File: src/logic/rx_elastic_regs.svh
// Register offsets, field positions, reset values and codes of the
// receive elastic buffer. Assumes a 32-bit APB slave with 8-bit addresses.
`ifndef RX_ELASTIC_REGS_SVH
`define RX_ELASTIC_REGS_SVH

// ****************************************************************
// Buffer geometry
// ****************************************************************
`define BUF_DEPTH        32
`define PTR_W            6
`define ADDR_W           5

// ****************************************************************
// Register offsets (byte addresses)
// ****************************************************************
`define OFS_CONTROL      8'h00
`define OFS_LATENCY      8'h04
`define OFS_SEQ1_LO      8'h08
`define OFS_SEQ1_HI      8'h0C
`define OFS_SEQ2_LO      8'h10
`define OFS_SEQ2_HI      8'h14
`define OFS_MASKS        8'h18
`define OFS_STATUS       8'h1C
`define OFS_COUNTS       8'h20

// ****************************************************************
// Field positions
// ****************************************************************
`define CTRL_BUF_USE     0
`define CTRL_SRC_SEL     1
`define CTRL_CORR_USE    2
`define CTRL_SEQ2_USE    3
`define CTRL_KEEP        4
`define CTRL_PRIO        5
`define CTRL_MATCH_SRC   6
`define CTRL_DISP_USE    7
`define CTRL_INT_WIDTH   8
`define CTRL_LEN_LSB     9
`define CTRL_WORD_LSB    12
`define CTRL_ARST_LSB    15
`define CTRL_SOFT_RST    19
`define LAT_MIN_LSB      0
`define LAT_MAX_LSB      8
`define LAT_WAIT_LSB     16
`define SUB_HI_LSB       16
`define MASK2_LSB        4

// ****************************************************************
// Reset values and writable-bit masks
// ****************************************************************
`define CTRL_RESET       32'h00001203
`define CTRL_MASK        32'h0007FFFF
`define LAT_RESET        32'h00001808
`define LAT_MASK         32'h001F3F3F
`define SEQ_LO_RESET     32'h00000100
`define SEQ_HI_RESET     32'h00000000
`define SEQ_MASK         32'h03FF03FF
`define MASKS_RESET      32'h000000FF
`define MASKS_MASK       32'h000000FF

// ****************************************************************
// Status and correction count codes
// ****************************************************************
`define STAT_NOMINAL     3'h0
`define STAT_LOW         3'h1
`define STAT_HIGH        3'h2
`define STAT_UNDER       3'h5
`define STAT_OVER        3'h6
`define CNT_NONE         2'h0
`define CNT_SKIP_ONE     2'h1
`define CNT_SKIP_TWO     2'h2
`define CNT_ADD_ONE      2'h3

`endif

File: src/logic/rx_elastic_pkg.sv
// Types shared by the receive elastic buffer and its sequence matcher.
// Assumes nothing beyond a SystemVerilog compiler.
package rx_elastic_pkg;

  // Buffer entry symbol: raw[19:10], disparity error[9], k flag[8], data
  typedef logic [19:0] entry_sym_t;

  // Correction subsequence value
  typedef logic [9:0] sub_t;

  // Read side progress
  typedef enum logic [1:0] {FILL, STREAM, REPEAT} read_state_e;

endpackage

File: src/logic/seq_matcher.sv
// Correction sequence matcher over a window of four buffered symbols.
// Assumes window[0] is the oldest symbol and faces subsequence one.
`timescale 1ns/100ps

module seq_matcher (
  input  wire rx_elastic_pkg::entry_sym_t [3:0] window,
  input  wire rx_elastic_pkg::sub_t       [3:0] seq_one,
  input  wire rx_elastic_pkg::sub_t       [3:0] seq_two,
  input  wire logic                       [3:0] seq_one_mask,
  input  wire logic                       [3:0] seq_two_mask,
  input  wire logic                             seq_two_use,
  input  wire logic                       [2:0] sequence_length,
  input  wire logic                             decoded_sel,
  input  wire logic                             eight_bit_path,
  input  wire logic                             disparity_match_use,
  output wire logic                             match
);

  // Compare one symbol against one subsequence under the active bit care
  function automatic logic sym_match(
    input rx_elastic_pkg::entry_sym_t sym,
    input rx_elastic_pkg::sub_t       sub,
    input logic                       dec,
    input logic                       eight,
    input logic                       disp
  );
    rx_elastic_pkg::sub_t val;
    rx_elastic_pkg::sub_t care;
    val  = dec ? sym[9:0] : sym[19:10];
    care = 10'h3FF;
    if (eight) care = 10'h0FF;
    else if (dec && !disp) care = 10'h1FF;
    sym_match = ((val ^ sub) & care) == 10'h000;
  endfunction

  logic [3:0] hit_one;
  logic [3:0] hit_two;

  // Positions beyond the length or with a clear mask bit match freely
  genvar i;
  generate
    for (i = 0; i < 4; i = i + 1) begin : g_pos
      wire in_len = (3'(i) < sequence_length);
      assign hit_one[i] = !in_len || !seq_one_mask[i] ||
                          sym_match(window[i], seq_one[i], decoded_sel,
                                    eight_bit_path, disparity_match_use);
      assign hit_two[i] = !in_len || !seq_two_mask[i] ||
                          sym_match(window[i], seq_two[i], decoded_sel,
                                    eight_bit_path, disparity_match_use);
    end
  endgenerate

  // First sequence always searched, second only when in use
  assign match = (&hit_one) || (seq_two_use && (&hit_two));

endmodule // seq_matcher

File: src/logic/rx_elastic_buffer.sv
// Receive elastic buffer with clock correction and an APB register file.
// Assumes link and user clocks are slow pins sampled by clock; link data
// changes on the rising edge of line_parallel_clock.
//
// Register access over APB and the placing of the registers were chosen for this implementation.
`timescale 1ns/100ps
`include "rx_elastic_regs.svh"

// Summary of operation
// - After overflow or underflow contents are invalid until a buffer reset.
// - Bonding change, realign, idle or rate change may reset, per enable.
// - Minimum latency sets buffer fill latency even without correction.
// - Remove sequences when too full, replicate when too empty.
// - Status codes: 000 nominal, 001 low, 010 high, 101 under, 110 over.
// - Count shown with first sequence byte: 00 none, 01/10 skipped, 11 added.
// - Match source is decoded data only while the decoder is enabled.
// - Keep-one option leaves a sequence in every continuous run.
// - Occupancy above maximum removes incoming correction sequences.
// - Occupancy below minimum replicates incoming correction sequences.
// - Priority option settles correction versus bonding in the same cycle.
// - Programmable minimum user cycles between corrections, 0 means free.
// - Sequence length 1, 2 or 4 sets match size and adjust size.
// - Four subsequences per sequence, mask bit set means compared.
// - First sequence always matched, second only when enabled.
// - Disparity match option compares or ignores disparity error status.
// - Comma word setting must agree with length and internal width.
// - Narrow byte paths compare only the lower eight bits.
module rx_elastic_buffer (
  input  wire logic        clock,
  input  wire logic        reset,
  input  wire logic        psel,
  input  wire logic        penable,
  input  wire logic        pwrite,
  input  wire logic [7:0]  paddr,
  input  wire logic [31:0] pwdata,
  output logic      [31:0] prdata,
  output logic             pready,
  output logic             pslverr,
  input  wire logic        line_parallel_clock,
  input  wire logic [9:0]  link_raw_in,
  input  wire logic [7:0]  link_data_in,
  input  wire logic        link_k_in,
  input  wire logic        link_disp_err_in,
  input  wire logic        user_receive_clock,
  input  wire logic        buffer_reset_in,
  input  wire logic        transceiver_receive_reset,
  input  wire logic        receive_pcs_reset,
  input  wire logic        decoder_enable_in,
  input  wire logic        bond_change_in,
  input  wire logic        comma_realign_in,
  input  wire logic        elec_idle_in,
  input  wire logic        rate_change_in,
  input  wire logic        bonding_trigger_in,
  output logic      [9:0]  receive_data_out,
  output logic             data_valid_out,
  output logic      [2:0]  buffer_status_out,
  output logic      [1:0]  correction_count_out,
  output logic             bonding_accept_out
);

  // ****************************************************************
  // Pin synchronisers
  // ****************************************************************
  localparam int SW = 31;
  logic [SW-1:0] pin_meta;
  logic [SW-1:0] pin_sync;
  logic          link_clk_d;
  logic          user_clk_d;

  // Two flops on every pin except clock, reset and the APB pins before any logic looks at it
  always_ff @(posedge clock) begin
    pin_meta <= {line_parallel_clock, user_receive_clock, buffer_reset_in,
                 transceiver_receive_reset, receive_pcs_reset,
                 decoder_enable_in, bond_change_in, comma_realign_in,
                 elec_idle_in, rate_change_in, bonding_trigger_in,
                 link_raw_in, link_disp_err_in, link_k_in, link_data_in};
    pin_sync <= pin_meta;
    link_clk_d <= pin_sync[30];
    user_clk_d <= pin_sync[29];
  end

  wire                         link_clk_s = pin_sync[30];
  wire                         user_clk_s = pin_sync[29];
  wire [2:0]                   ext_resets = pin_sync[28:26];
  wire                         dec_en     = pin_sync[25];
  wire [3:0]                   auto_evt   = pin_sync[24:21];
  wire                         bond_req   = pin_sync[20];
  wire rx_elastic_pkg::entry_sym_t link_sym = pin_sync[19:0];
  // Write on link falling edge, where the data is settled
  wire wr_edge = link_clk_d && !link_clk_s;
  wire rd_edge = user_clk_s && !user_clk_d;

  // ****************************************************************
  // Register file
  // ****************************************************************
  logic [31:0] ctrl;
  logic [31:0] lat;
  logic [31:0] seq1_lo;
  logic [31:0] seq1_hi;
  logic [31:0] seq2_lo;
  logic [31:0] seq2_hi;
  logic [31:0] masks;
  logic [15:0] skip_total;
  logic [15:0] add_total;
  logic        soft_reset;
  logic [2:0]  next_status;
  logic [`PTR_W-1:0] occ;
  logic        cfg_err;

  // Map a byte address to a register index, 15 for unmapped
  function automatic logic [3:0] reg_index(input logic [7:0] a);
    case (a)
      `OFS_CONTROL: reg_index = 4'h0;
      `OFS_LATENCY: reg_index = 4'h1;
      `OFS_SEQ1_LO: reg_index = 4'h2;
      `OFS_SEQ1_HI: reg_index = 4'h3;
      `OFS_SEQ2_LO: reg_index = 4'h4;
      `OFS_SEQ2_HI: reg_index = 4'h5;
      `OFS_MASKS:   reg_index = 4'h6;
      `OFS_STATUS:  reg_index = 4'h7;
      `OFS_COUNTS:  reg_index = 4'h8;
      default:      reg_index = 4'hF;
    endcase
  endfunction

  wire [3:0]  ridx      = reg_index(paddr);
  wire        setup     = psel && !penable;
  wire        wr_access = psel && penable && pwrite && pready;
  wire [3:0]  widx      = wr_access ? ridx : 4'hF;
  wire [31:0] rd_mux    =
      (ridx == 4'h0) ? ctrl :
      (ridx == 4'h1) ? lat :
      (ridx == 4'h2) ? seq1_lo :
      (ridx == 4'h3) ? seq1_hi :
      (ridx == 4'h4) ? seq2_lo :
      (ridx == 4'h5) ? seq2_hi :
      (ridx == 4'h6) ? masks :
      (ridx == 4'h7) ? {22'h0, cfg_err, occ, next_status} :
      (ridx == 4'h8) ? {add_total, skip_total} : 32'h0;

  // Answer prepared in setup, write applied at the access edge
  always_ff @(posedge clock) begin
    if (reset) begin
      prdata  <= 32'h0;
      pready  <= 1'b0;
      pslverr <= 1'b0;
    end else begin
      pready  <= setup;
      pslverr <= setup && (ridx == 4'hF);
      if (setup) prdata <= rd_mux;
    end
  end

  // Configuration words, reserved bits held at zero
  always_ff @(posedge clock) begin
    if (reset) begin
      ctrl <= `CTRL_RESET;
      lat <= `LAT_RESET;
      seq1_lo <= `SEQ_LO_RESET;
      seq1_hi <= `SEQ_HI_RESET;
      seq2_lo <= `SEQ_LO_RESET;
      seq2_hi <= `SEQ_HI_RESET;
      masks <= `MASKS_RESET;
      soft_reset <= 1'b0;
    end else begin
      soft_reset <= (widx == 4'h0) && pwdata[`CTRL_SOFT_RST];
      if (widx == 4'h0) ctrl <= pwdata & `CTRL_MASK & ~32'h00080000;
      if (widx == 4'h1) lat <= pwdata & `LAT_MASK;
      if (widx == 4'h2) seq1_lo <= pwdata & `SEQ_MASK;
      if (widx == 4'h3) seq1_hi <= pwdata & `SEQ_MASK;
      if (widx == 4'h4) seq2_lo <= pwdata & `SEQ_MASK;
      if (widx == 4'h5) seq2_hi <= pwdata & `SEQ_MASK;
      if (widx == 4'h6) masks <= pwdata & `MASKS_MASK;
    end
  end

  // ****************************************************************
  // Configuration decode
  // ****************************************************************
  wire       buf_use   = ctrl[`CTRL_BUF_USE] && ctrl[`CTRL_SRC_SEL];
  wire       corr_use  = ctrl[`CTRL_CORR_USE];
  wire       keep_one  = ctrl[`CTRL_KEEP];
  wire       prio      = ctrl[`CTRL_PRIO];
  wire [2:0] seq_len   = ctrl[`CTRL_LEN_LSB +: 3];
  wire [2:0] word      = ctrl[`CTRL_WORD_LSB +: 3];
  wire [3:0] arst_en   = ctrl[`CTRL_ARST_LSB +: 4];
  wire [5:0] min_lat   = lat[`LAT_MIN_LSB +: 6];
  wire [5:0] max_lat   = lat[`LAT_MAX_LSB +: 6];
  wire [4:0] spacing   = lat[`LAT_WAIT_LSB +: 5];
  wire       len_ok    = (seq_len == 3'd1) || (seq_len == 3'd2) ||
                         (seq_len == 3'd4);
  wire       word_ok   = (word == 3'd1) ||
                         (word == 3'd2 && seq_len != 3'd1) ||
                         (word == 3'd4 && seq_len == 3'd4 &&
                          ctrl[`CTRL_INT_WIDTH]);
  assign cfg_err = !len_ok || !word_ok;
  wire [5:0] len6      = {3'b000, seq_len};

  // Any reset source empties the buffer and restarts the fill
  wire flush = reset || soft_reset || (|ext_resets) || !buf_use ||
               (|(auto_evt & arst_en));

  // ****************************************************************
  // Write side: lookahead window and storage
  // ****************************************************************
  rx_elastic_pkg::entry_sym_t [3:0] win;
  logic [3:0]                win_valid;
  logic [20:0]               mem [0:`BUF_DEPTH-1];
  logic [`PTR_W-1:0]         wr_ptr;
  logic [`PTR_W-1:0]         rd_ptr;
  logic                      overflow;
  logic                      seq_hit;

  assign occ = wr_ptr - rd_ptr;
  wire              full = (occ == 6'(`BUF_DEPTH));

  seq_matcher u_match (
    .window              (win),
    .seq_one             ({seq1_hi[`SUB_HI_LSB +: 10], seq1_hi[9:0],
                           seq1_lo[`SUB_HI_LSB +: 10], seq1_lo[9:0]}),
    .seq_two             ({seq2_hi[`SUB_HI_LSB +: 10], seq2_hi[9:0],
                           seq2_lo[`SUB_HI_LSB +: 10], seq2_lo[9:0]}),
    .seq_one_mask        (masks[3:0]),
    .seq_two_mask        (masks[`MASK2_LSB +: 4]),
    .seq_two_use         (ctrl[`CTRL_SEQ2_USE]),
    .sequence_length     (seq_len),
    .decoded_sel         (ctrl[`CTRL_MATCH_SRC] && dec_en),
    .eight_bit_path      (!dec_en),
    .disparity_match_use (ctrl[`CTRL_DISP_USE]),
    .match               (seq_hit)
  );

  // Oldest window symbol enters the buffer, tagged when a sequence starts
  always_ff @(posedge clock) begin
    if (flush) begin
      win_valid <= 4'h0;
      wr_ptr    <= '0;
      overflow  <= 1'b0;
    end else if (wr_edge) begin
      win       <= {link_sym, win[3:1]};
      win_valid <= {1'b1, win_valid[3:1]};
      if (win_valid[0] && full) overflow <= 1'b1;
      if (win_valid[0] && !full) wr_ptr <= wr_ptr + 6'd1;
    end
  end

  always_ff @(posedge clock) begin
    if (wr_edge && win_valid[0] && !full)
      mem[wr_ptr[`ADDR_W-1:0]] <= {seq_hit, win[0]};
  end

  // ****************************************************************
  // Read side: correction decisions
  // ****************************************************************
  rx_elastic_pkg::read_state_e state;
  logic [`PTR_W-1:0] rep_base;
  logic [2:0]        rep_left;
  logic [2:0]        guard;
  logic [4:0]        gap;
  logic              underflow;

  wire [20:0] ent0 = mem[rd_ptr[`ADDR_W-1:0]];
  wire [20:0] ent1 = mem[5'(rd_ptr + len6)];
  wire [20:0] ent2 = mem[5'(rd_ptr + len6 + len6)];
  wire too_high = occ > max_lat;
  wire too_low  = occ < min_lat;
  wire gap_ok   = (spacing == 5'd0) || (gap >= spacing);
  wire corr_on  = corr_use && !cfg_err && (state == rx_elastic_pkg::STREAM)
                  && (guard == 3'd0) && gap_ok && ent0[20];
  wire corr_opp = corr_on && (too_high || too_low);
  wire corr_go  = corr_opp && (prio || !bond_req);
  wire skip_one = corr_go && too_high && (occ > len6) &&
                  (!keep_one || ent1[20]);
  wire skip_two = skip_one && ent1[20] && (occ > len6 + len6) &&
                  ((occ - len6) > max_lat) && (!keep_one || ent2[20]);
  wire rep_go   = corr_go && too_low;
  wire [20:0] shown = skip_two ? ent2 : (skip_one ? ent1 : ent0);
  wire [`PTR_W-1:0] step = skip_two ? len6 + len6 + 6'd1 :
                           (skip_one ? len6 + 6'd1 : 6'd1);
  wire [1:0] next_count = skip_two ? `CNT_SKIP_TWO :
                          skip_one ? `CNT_SKIP_ONE :
                          rep_go   ? `CNT_ADD_ONE : `CNT_NONE;
  wire [9:0] next_data = dec_en ? shown[9:0] : shown[19:10];
  wire       empty     = (occ == 6'd0);

  // Fill to minimum latency, then stream, replaying on a repeat
  always_ff @(posedge clock) begin
    if (flush) begin
      state <= rx_elastic_pkg::FILL;
      rd_ptr <= '0;
      rep_base <= '0;
      rep_left <= 3'd0;
      guard <= 3'd0;
      underflow <= 1'b0;
    end else if (rd_edge) begin
      case (state)
        rx_elastic_pkg::FILL: begin
          if (!empty && !too_low) state <= rx_elastic_pkg::STREAM;
        end
        rx_elastic_pkg::STREAM: begin
          if (empty) underflow <= 1'b1;
          else if (rep_go && seq_len != 3'd1) begin
            state <= rx_elastic_pkg::REPEAT;
            rep_base <= rd_ptr;
            rep_left <= seq_len - 3'd1;
            rd_ptr <= rd_ptr + 6'd1;
          end else if (rep_go) guard <= seq_len;
          else begin
            rd_ptr <= rd_ptr + step;
            if (skip_one) guard <= seq_len - 3'd1;
            else if (guard != 3'd0) guard <= guard - 3'd1;
          end
        end
        rx_elastic_pkg::REPEAT: begin
          if (rep_left == 3'd1) begin
            rd_ptr <= rep_base;
            guard <= seq_len;
            state <= rx_elastic_pkg::STREAM;
          end else begin
            rd_ptr <= rd_ptr + 6'd1;
            rep_left <= rep_left - 3'd1;
          end
        end
        default: state <= rx_elastic_pkg::FILL;
      endcase
    end
  end

  // User cycles since the last correction, saturating
  always_ff @(posedge clock) begin
    if (flush) gap <= 5'd0;
    else if (rd_edge && (skip_one || rep_go)) gap <= 5'd0;
    else if (rd_edge && gap != 5'h1F) gap <= gap + 5'd1;
  end

  // ****************************************************************
  // User side outputs and counters
  // ****************************************************************
  wire streaming = (state != rx_elastic_pkg::FILL) && !empty &&
                   !underflow;

  always_ff @(posedge clock) begin
    if (flush) begin
      receive_data_out <= 10'h0;
      data_valid_out <= 1'b0;
      correction_count_out <= `CNT_NONE;
    end else if (rd_edge) begin
      data_valid_out <= streaming;
      correction_count_out <= streaming ? next_count : `CNT_NONE;
      if (streaming) receive_data_out <= next_data;
    end
  end

  // Status priority: overflow, underflow, nominal while filling, high, low, nominal
  assign next_status = overflow  ? `STAT_OVER :
                       underflow ? `STAT_UNDER :
                       (state == rx_elastic_pkg::FILL) ? `STAT_NOMINAL :
                       too_high  ? `STAT_HIGH :
                       too_low   ? `STAT_LOW : `STAT_NOMINAL;

  always_ff @(posedge clock) begin
    if (reset) begin
      buffer_status_out <= `STAT_NOMINAL;
      bonding_accept_out <= 1'b0;
      skip_total <= 16'h0;
      add_total <= 16'h0;
    end else begin
      buffer_status_out <= next_status;
      bonding_accept_out <= bond_req && !(rd_edge && corr_opp && prio);
      if (rd_edge && skip_one) skip_total <= skip_total + 16'h1;
      if (rd_edge && rep_go) add_total <= add_total + 16'h1;
    end
  end

endmodule // rx_elastic_buffer

File: config.mk
export PLATFORM = sky130hd
export DESIGN_NAME = rx_elastic_buffer
export DESIGN_NICKNAME = d
export VERILOG_FILES = /design/src/logic/rx_elastic_pkg.sv /design/src/logic/seq_matcher.sv /design/src/logic/rx_elastic_buffer.sv
export VERILOG_INCLUDE_DIRS = /design/src /design/src/logic
export SDC_FILE = /design/constraint.sdc
export NUM_CORES = 2
export LEC_CHECK = 0
export BUFFER_PORTS_ARGS = -buffer_cell sky130_fd_sc_hd__buf_2
export CAP_MARGIN = 30
export CORE_UTILIZATION = 57
export DETAILED_ROUTE_END_ITERATION = 10
export PLACE_DENSITY_LB_ADDON = 0.05
export SKIP_CTS_REPAIR_TIMING = 1
export SLEW_MARGIN = 20
export SYNTH_ARGS = -nofsm -noshare
export SYNTH_HDL_FRONTEND = slang
export SYNTH_HIERARCHICAL = 1
export SYNTH_SLANG_ARGS = --single-unit
File: constraint.sdc
create_clock -name clock -period 5.68 [get_ports clock]
set_input_delay 1.136 -clock clock [delete_from_list [all_inputs] [get_ports clock]]
set_output_delay 1.136 -clock clock [all_outputs]
set_load 0.01 [all_outputs]
* Word level (Yosys, flattened, before mapping)
Memories as Yosys holds them, arrays and structs flattened. A register that Yosys moved wholly into a read port is not among the register bits.
Index checks and enable logic that the tools add are counted.
W data, S select, Z words.
** Word-level totals
- Output and inout bits :: 51
- Input bits :: 76
- Bits in registers :: 389
- Memories :: 1
- Memory bits (writable) :: 672
- Logic and storage cells :: 318
** Memory list
- mem :: depth 32, width 21, read ports 3, clocked after Yosys merged registers in 1, wr ports 1, line rx_elastic_buffer.sv:208 : logic [20:0] mem [0:`BUF_DEPTH-1];
** Cells by class
- $add $sub $neg :: 16
- $lt $le $gt $ge :: 10
- Muxes and demuxes :: 56
- Bitwise logic cells :: 19
- Equality and inequality tests :: 43
- Reductions and logical operators :: 137
** Operators by type and width (number)
- $mux W32 :: 9
- $and A10 B10 Y10 :: 8
- $logic_not A10 Y1 :: 8
- $xor A10 B10 Y10 :: 8
- $mux W10 :: 7
- $logic_and A1 B1 Y1 :: 45
- $mux W20 :: 2
- $pmux W4 S9 :: 1
- $mux W3 :: 11
- $add A16 B1 Y16 const B :: 2
- $eq A8 B5 Y1 const B :: 4
- $logic_or A1 B1 Y1 :: 32
- $eq A4 B3 Y1 const B :: 7
- $logic_not A1 Y1 :: 27
- $mux W6 :: 4
- $mux W2 :: 10
- $gt A6 B6 Y1 :: 3
- $eq A4 B2 Y1 const B :: 4
- $eq A8 B4 Y1 const B :: 2
- $reduce_and A4 Y1 :: 4
- $mux W5 :: 3
- $add A6 B1 Y6 const B :: 2
- $pmux W3 S2 :: 2
- $pmux W6 S2 :: 1
- other kinds (50) :: 75

* Logic depth before layout (Yosys ltp)
- Depth after elaboration :: 29
- Depth in mapped cells :: 26
- Depth with buffers taken out :: 26

* Cells and area by module
The synthesis kept the hierarchy.
** By module, submodules not included
- rx_elastic_buffer :: sequential area each 28867.7 µm², cells each 3570, times used 1, area each 52953.3 µm²
- seq_matcher :: sequential area each 0.0 µm², cells each 185, times used 1, area each 1552.7 µm²

* Worst setup path before layout
OpenSTA, ideal clock, no wires.
- Path type :: reg-to-reg
- From :: register rd_ptr[0]
- To :: register rd_ptr[5]
- Stages on the path, launching flop included :: 23
- Setup slack :: 0.114 ns
- Buffers on the path :: 3
- Library setup time :: 0.133 ns
- Required time :: 5.547 ns
- Clock period less this slack :: 5.566 ns
- Arrival time :: 5.433 ns
- Cell sequence :: dfxtp_1 > buf_2 > buf_2 > clkbuf_1 > inv_1 > ha_1 > xnor2_1 > mux4_1 > mux2i_1 > o31ai_1 > or4_4 > nand4_4 > nand2_1 > a21oi_1 > ha_1 > a21o_1 > a21oi_1 > nor2b_1 > o21ai_0 > xnor2_1 > mux2i_1 > a211oi_1 > a211oi_1
** Between the ends
- Longest elaborated chain between the ends :: 18
** RTL lines
- start, declared :: line rx_elastic_buffer.sv:210 : logic [`PTR_W-1:0] rd_ptr;
- start signal, assigned :: line rx_elastic_buffer.sv:306 : rd_ptr <= rd_ptr + 6'd1;
- start signal, assigned :: line rx_elastic_buffer.sv:309 : rd_ptr <= rd_ptr + step;
- start signal, assigned :: line rx_elastic_buffer.sv:316 : rd_ptr <= rep_base;
- branches (longest 18 deep; another with $mem_v2 Z32 W21)
Several ways; the timed one is not identified. The select of a mux whose other input is x is not followed.
A chain may end at the register's enable or synchronous reset.

* Final worst setup path
- From :: register rd_ptr[0]
- To :: register receive_data_out[1]
** Between the ends
- Longest elaborated chain between the ends :: 14
** RTL lines
- branches (longest 14 deep; another with $mem_v2 Z32 W21)
- end signal, assigned :: line rx_elastic_buffer.sv:350 : if (streaming) receive_data_out <= next_data;
- end, declared :: line rx_elastic_buffer.sv:54 : output logic [9:0] receive_data_out,
Several ways; the timed one is not identified.

==> impl_metrics.csv <==
group,metric,value,unit
outcome,status,"completed",
die,die_area,96900,um^2
sta,worst_pin_slew,1090,ps
sta,fin_crit,5440,ps
drt,top_layer,"met5",
logic_synthesis,synthAdderAreaFrac,1.61,%
sta,setup-violations-final,0,
logic_synthesis,synth.avg_cell_area,14.5,um^2
global_route,antenna_found_initial,4,
cts,cts_buffer_depth,3,
worst_setup_path,critPathMaxFanout,43,
placement,dpl.hpwl,120000,um
logic_synthesis,synth_top_area_share,41.4,%
die,ioPinCount,127,
drt,avgRoutedWirePerCell,34.6,um
worst_hold_path,hp-class,"flip-flop to flip-flop",
drt,drc_errors,0,
sta,slew_headroom,27.1,%
sta,post-route-period-util,95.7,%
logic_synthesis,ys.warnings.count,6,
cells_and_area,area_growth,13.3,%
cts,cts_made_buffers,112,
cts,clk_pin_slew,60,ps
pwr,static-leakage-power,19.5,nW
logic_synthesis,synthMuxAreaShare,26.1,%
sta,slew_violations,0,
drt,drt_iter0_markers,5314,
drt,drt_first_pass_iters,6,
cells_and_area,n_fill_cell,6815,
cells_and_area,nets,4056,
die,die_h,311,um
logic_synthesis,synth_edf_count,752,
logic_synthesis,synth_top_family_by_area,"multiplexers",
logic_synthesis,synth_ff_type,"edfxtp_1",
die,initial_core_util,57.5,%
cts,cts_tree,"yes",
drt,num_vias,38200,
cts,cts_sinks,1066,
cells_and_area,multi_input_area,24700,um^2
worst_setup_path,critical-path-max-stage-delay,810,ps
sta,rsz0062_at_grt,"no",
global_route,grt_pass1_vias,38300,
sta,tns,0,ps
die,core,94900,um^2
drt,vias_per_cell,7.25,
sta,fmax,184,MHz
worst_setup_path,worstSetupEndpointType,"flip-flop",
placement,port_buffers,120,
global_route,grt_overflow,0,
worst_setup_path,critPathArrivalTime,6040,ps
cts,htree_levels,3,
worst_setup_path,worst-path-buf-inv,3,
logic_synthesis,syn-num-nets,3898,
placement,place_congestion,0.930,
logic_synthesis,yosys.area.top_type,"edfxtp_1",
die,rows,113,
logic_synthesis,seq_area_frac_synth,53.0,%
worst_setup_path,critPathKind,"flip-flop to flip-flop",
cts,clock_latency,730,ps
drt,drt_wl_total,183000,um
worst_setup_path,path_cells,"ha_1 > fa_4 > inv_1 > fa_4 > buf_4 > buf_4 > mux4_2 > and3_1 > a2111oi_0 > nor4_1 > o31a_1 > a21oi_1 > a21oi_1",
sta,hold_viol_final,0,
logic_synthesis,synth_compound_area_share,6.71,%
logic_synthesis,ys_ff_latch,1066,
flow_run,cap_violations,0,
logic_synthesis,synth_area,54500,um^2
drt,dr_wl_met3,21500,um
cells_and_area,fin_cells,5276,
cells_and_area,layout.area.seq,28900,um^2
drt,wl_met1,63100,um
logic_synthesis,synth_area_leaders,"edfxtp_1 41%, mux4_2 24%, dfxtp_1 12%, nand2_1 2.8%, a21oi_1 2.0%",
drt,postRouteAntennaNets,0,
worst_setup_path,worstPathRequired,6290,ps
worst_setup_path,start_kind,"flip-flop",
global_route,grt_use_total,37.8,%
placement,dp.cells,5058,
logic_synthesis,async_flop_share,0,%
pwr,ir_drop,0.256,mV
cts,root_buffer,"clkbuf_16",
worst_setup_path,slowest_stage,"fa_4",
die,die_w,311,um
logic_synthesis,synth_xor_area_share,2.23,%
logic_synthesis,syn_inst,3755,
cells_and_area,drive_above_1_share,29.2,%
global_route,grt_max_degree,121,
logic_synthesis,synthDistinctLibCells,96,
pwr,power_density,261,nW/um^2
sta,skew,49.1,ps
global_route,grt_pass1_wl,264000,um
worst_setup_path,crit_family,"adder cells",
drt,wl_met2,85700,um
logic_synthesis,synth-simple-area-share,7.87,%
-- final timing paths --
| check | from | end | slack, ps | cells after the start |
|---|---|---|---|---|
| max | rd_ptr[0] | receive_data_out[1] | 240 | 13 |
| min | pin_meta[4] | pin_sync[4] | 330 | 0 |
| max reg2reg | rd_ptr[0] | receive_data_out[1] | 240 | 13 |
| min reg2reg | pin_meta[4] | pin_sync[4] | 330 | 0 |
-- metal layers --
| layer | track usage (%) | up-vias |
|---|---|---|
| met3 | 9.50 | 606 |
| met2 | 59.9 | 2855 |
| met4 | 21.7 | 4 |
| li1 | - | 15500 |
| met1 | 47.8 | 19300 |
| met5 | 0 | - |
-- state kept, by name, summed over array words and instances, names as in the netlist, 10 cells and up, named ones only --
name,count
lat,17
ctrl,19
skip_total,16
pin_meta,31
win,80
seq2_hi,20
receive_data_out,10
seq1_hi,20
add_total,16
seq1_lo,20
prdata,32
seq2_lo,20
pin_sync,31
mem,672
-- cells by family (layout without fill, tap and decap cells) --
group,Yosys count,after routing
other cells,0,2
buf+inv,323,577
mux,693,693
xor+xnor,138,138
compound gates,561,561
flops,1066,1066
fa+ha+maj,67,67
simple gates,907,907
-- layout make-up --
cell class	count	share of cell area, %
antenna	2	0.00811
tap	1265	2.56
clock buffer	141	4.90
clock inverter	69	1.30
inverter	51	0.310
sequential	1066	46.8
multi-input combinational	2366	40.0
timing repair buffer	316	4.16
-- worst reg2reg max path: cells and delay by family, from the launching register on --
| kind | cells | cell delay (ps) |
|---|---|---|
| mux | 1 | 440 |
| compound gates | 4 | 1000 |
| simple gates | 2 | 400 |
| fa+ha+maj | 3 | 1810 |
| flops | 1 | 380 |
| buf+inv | 3 | 1340 |
-- synth_stat cells, types with 32 or more instances --
library cell	count
a2111oi_0	36
a21oi_1	217
and3_1	40
buf_1	32
buf_2	51
clkbuf_1	174
dfxtp_1	314
edfxtp_1	752
ha_1	62
inv_1	48
mux2i_1	93
mux4_2	571
nand2_1	408
nand3_1	63
nor2_1	159
nor3_1	36
nor4_1	40
o21ai_0	79
xnor2_1	112
-- per-stage QoR --
stage | setup slack (ps) | area [um^2] | util, % | hold WS, ps | total power (W)
finish | 243 | 61700 | 65.1 | 326 | 0.0161
global route | 37.3 | 61700 | 65.1 | 333 | 0.0165
CTS | 77.5 | 61600 | 65.0 | 326 | 0.0162
detailed placement | 107 | 57800 | 60.9 | 312 | 0.00864
global placement | 146 | 57500 | 60.6 | 310 | 0.00864
floorplan | 114 | 54500 | - | 310 | 0.00853
-- where the power goes --
group,internal [W],total (W),switching [W]
clock network,0.00443,0.00765,0.00322
logic,0.0000598,0.000206,0.000146
registers,0.00826,0.00828,0.0000184
total,0.0127,0.0161,0.00339
-- cell usage in the layout, fill, tap and decap left out, types with 14 or more instances in the layout --
master and count:
a2111oi_0 36, buf_12 22, dfxtp_1 308, nor3_1 31
edfxtp_1 752, o21ai_0 77, nand4_1 31, xnor2_1 111
a221oi_1 19, a211o_1 14, nor4_1 39, buf_4 154
mux2i_1 93, xor2_1 24, ha_1 61, clkinv_2 21
o22ai_1 20, or3_1 19, nor2_1 124, nor2_4 33
mux4_2 571, and3_1 40, a222oi_1 16, nand3_1 63
clkinv_1 23, and2_1 19, a21oi_1 213, inv_1 48
a31oi_1 19, a211oi_1 24, nor2b_1 22, nand2_1 405
buf_8 15, clkbuf_1 19, buf_2 119, bufinv_16 14
nand3b_1 15, clkbuf_16 115
Note: power is estimated with default switching activity, not from simulation.
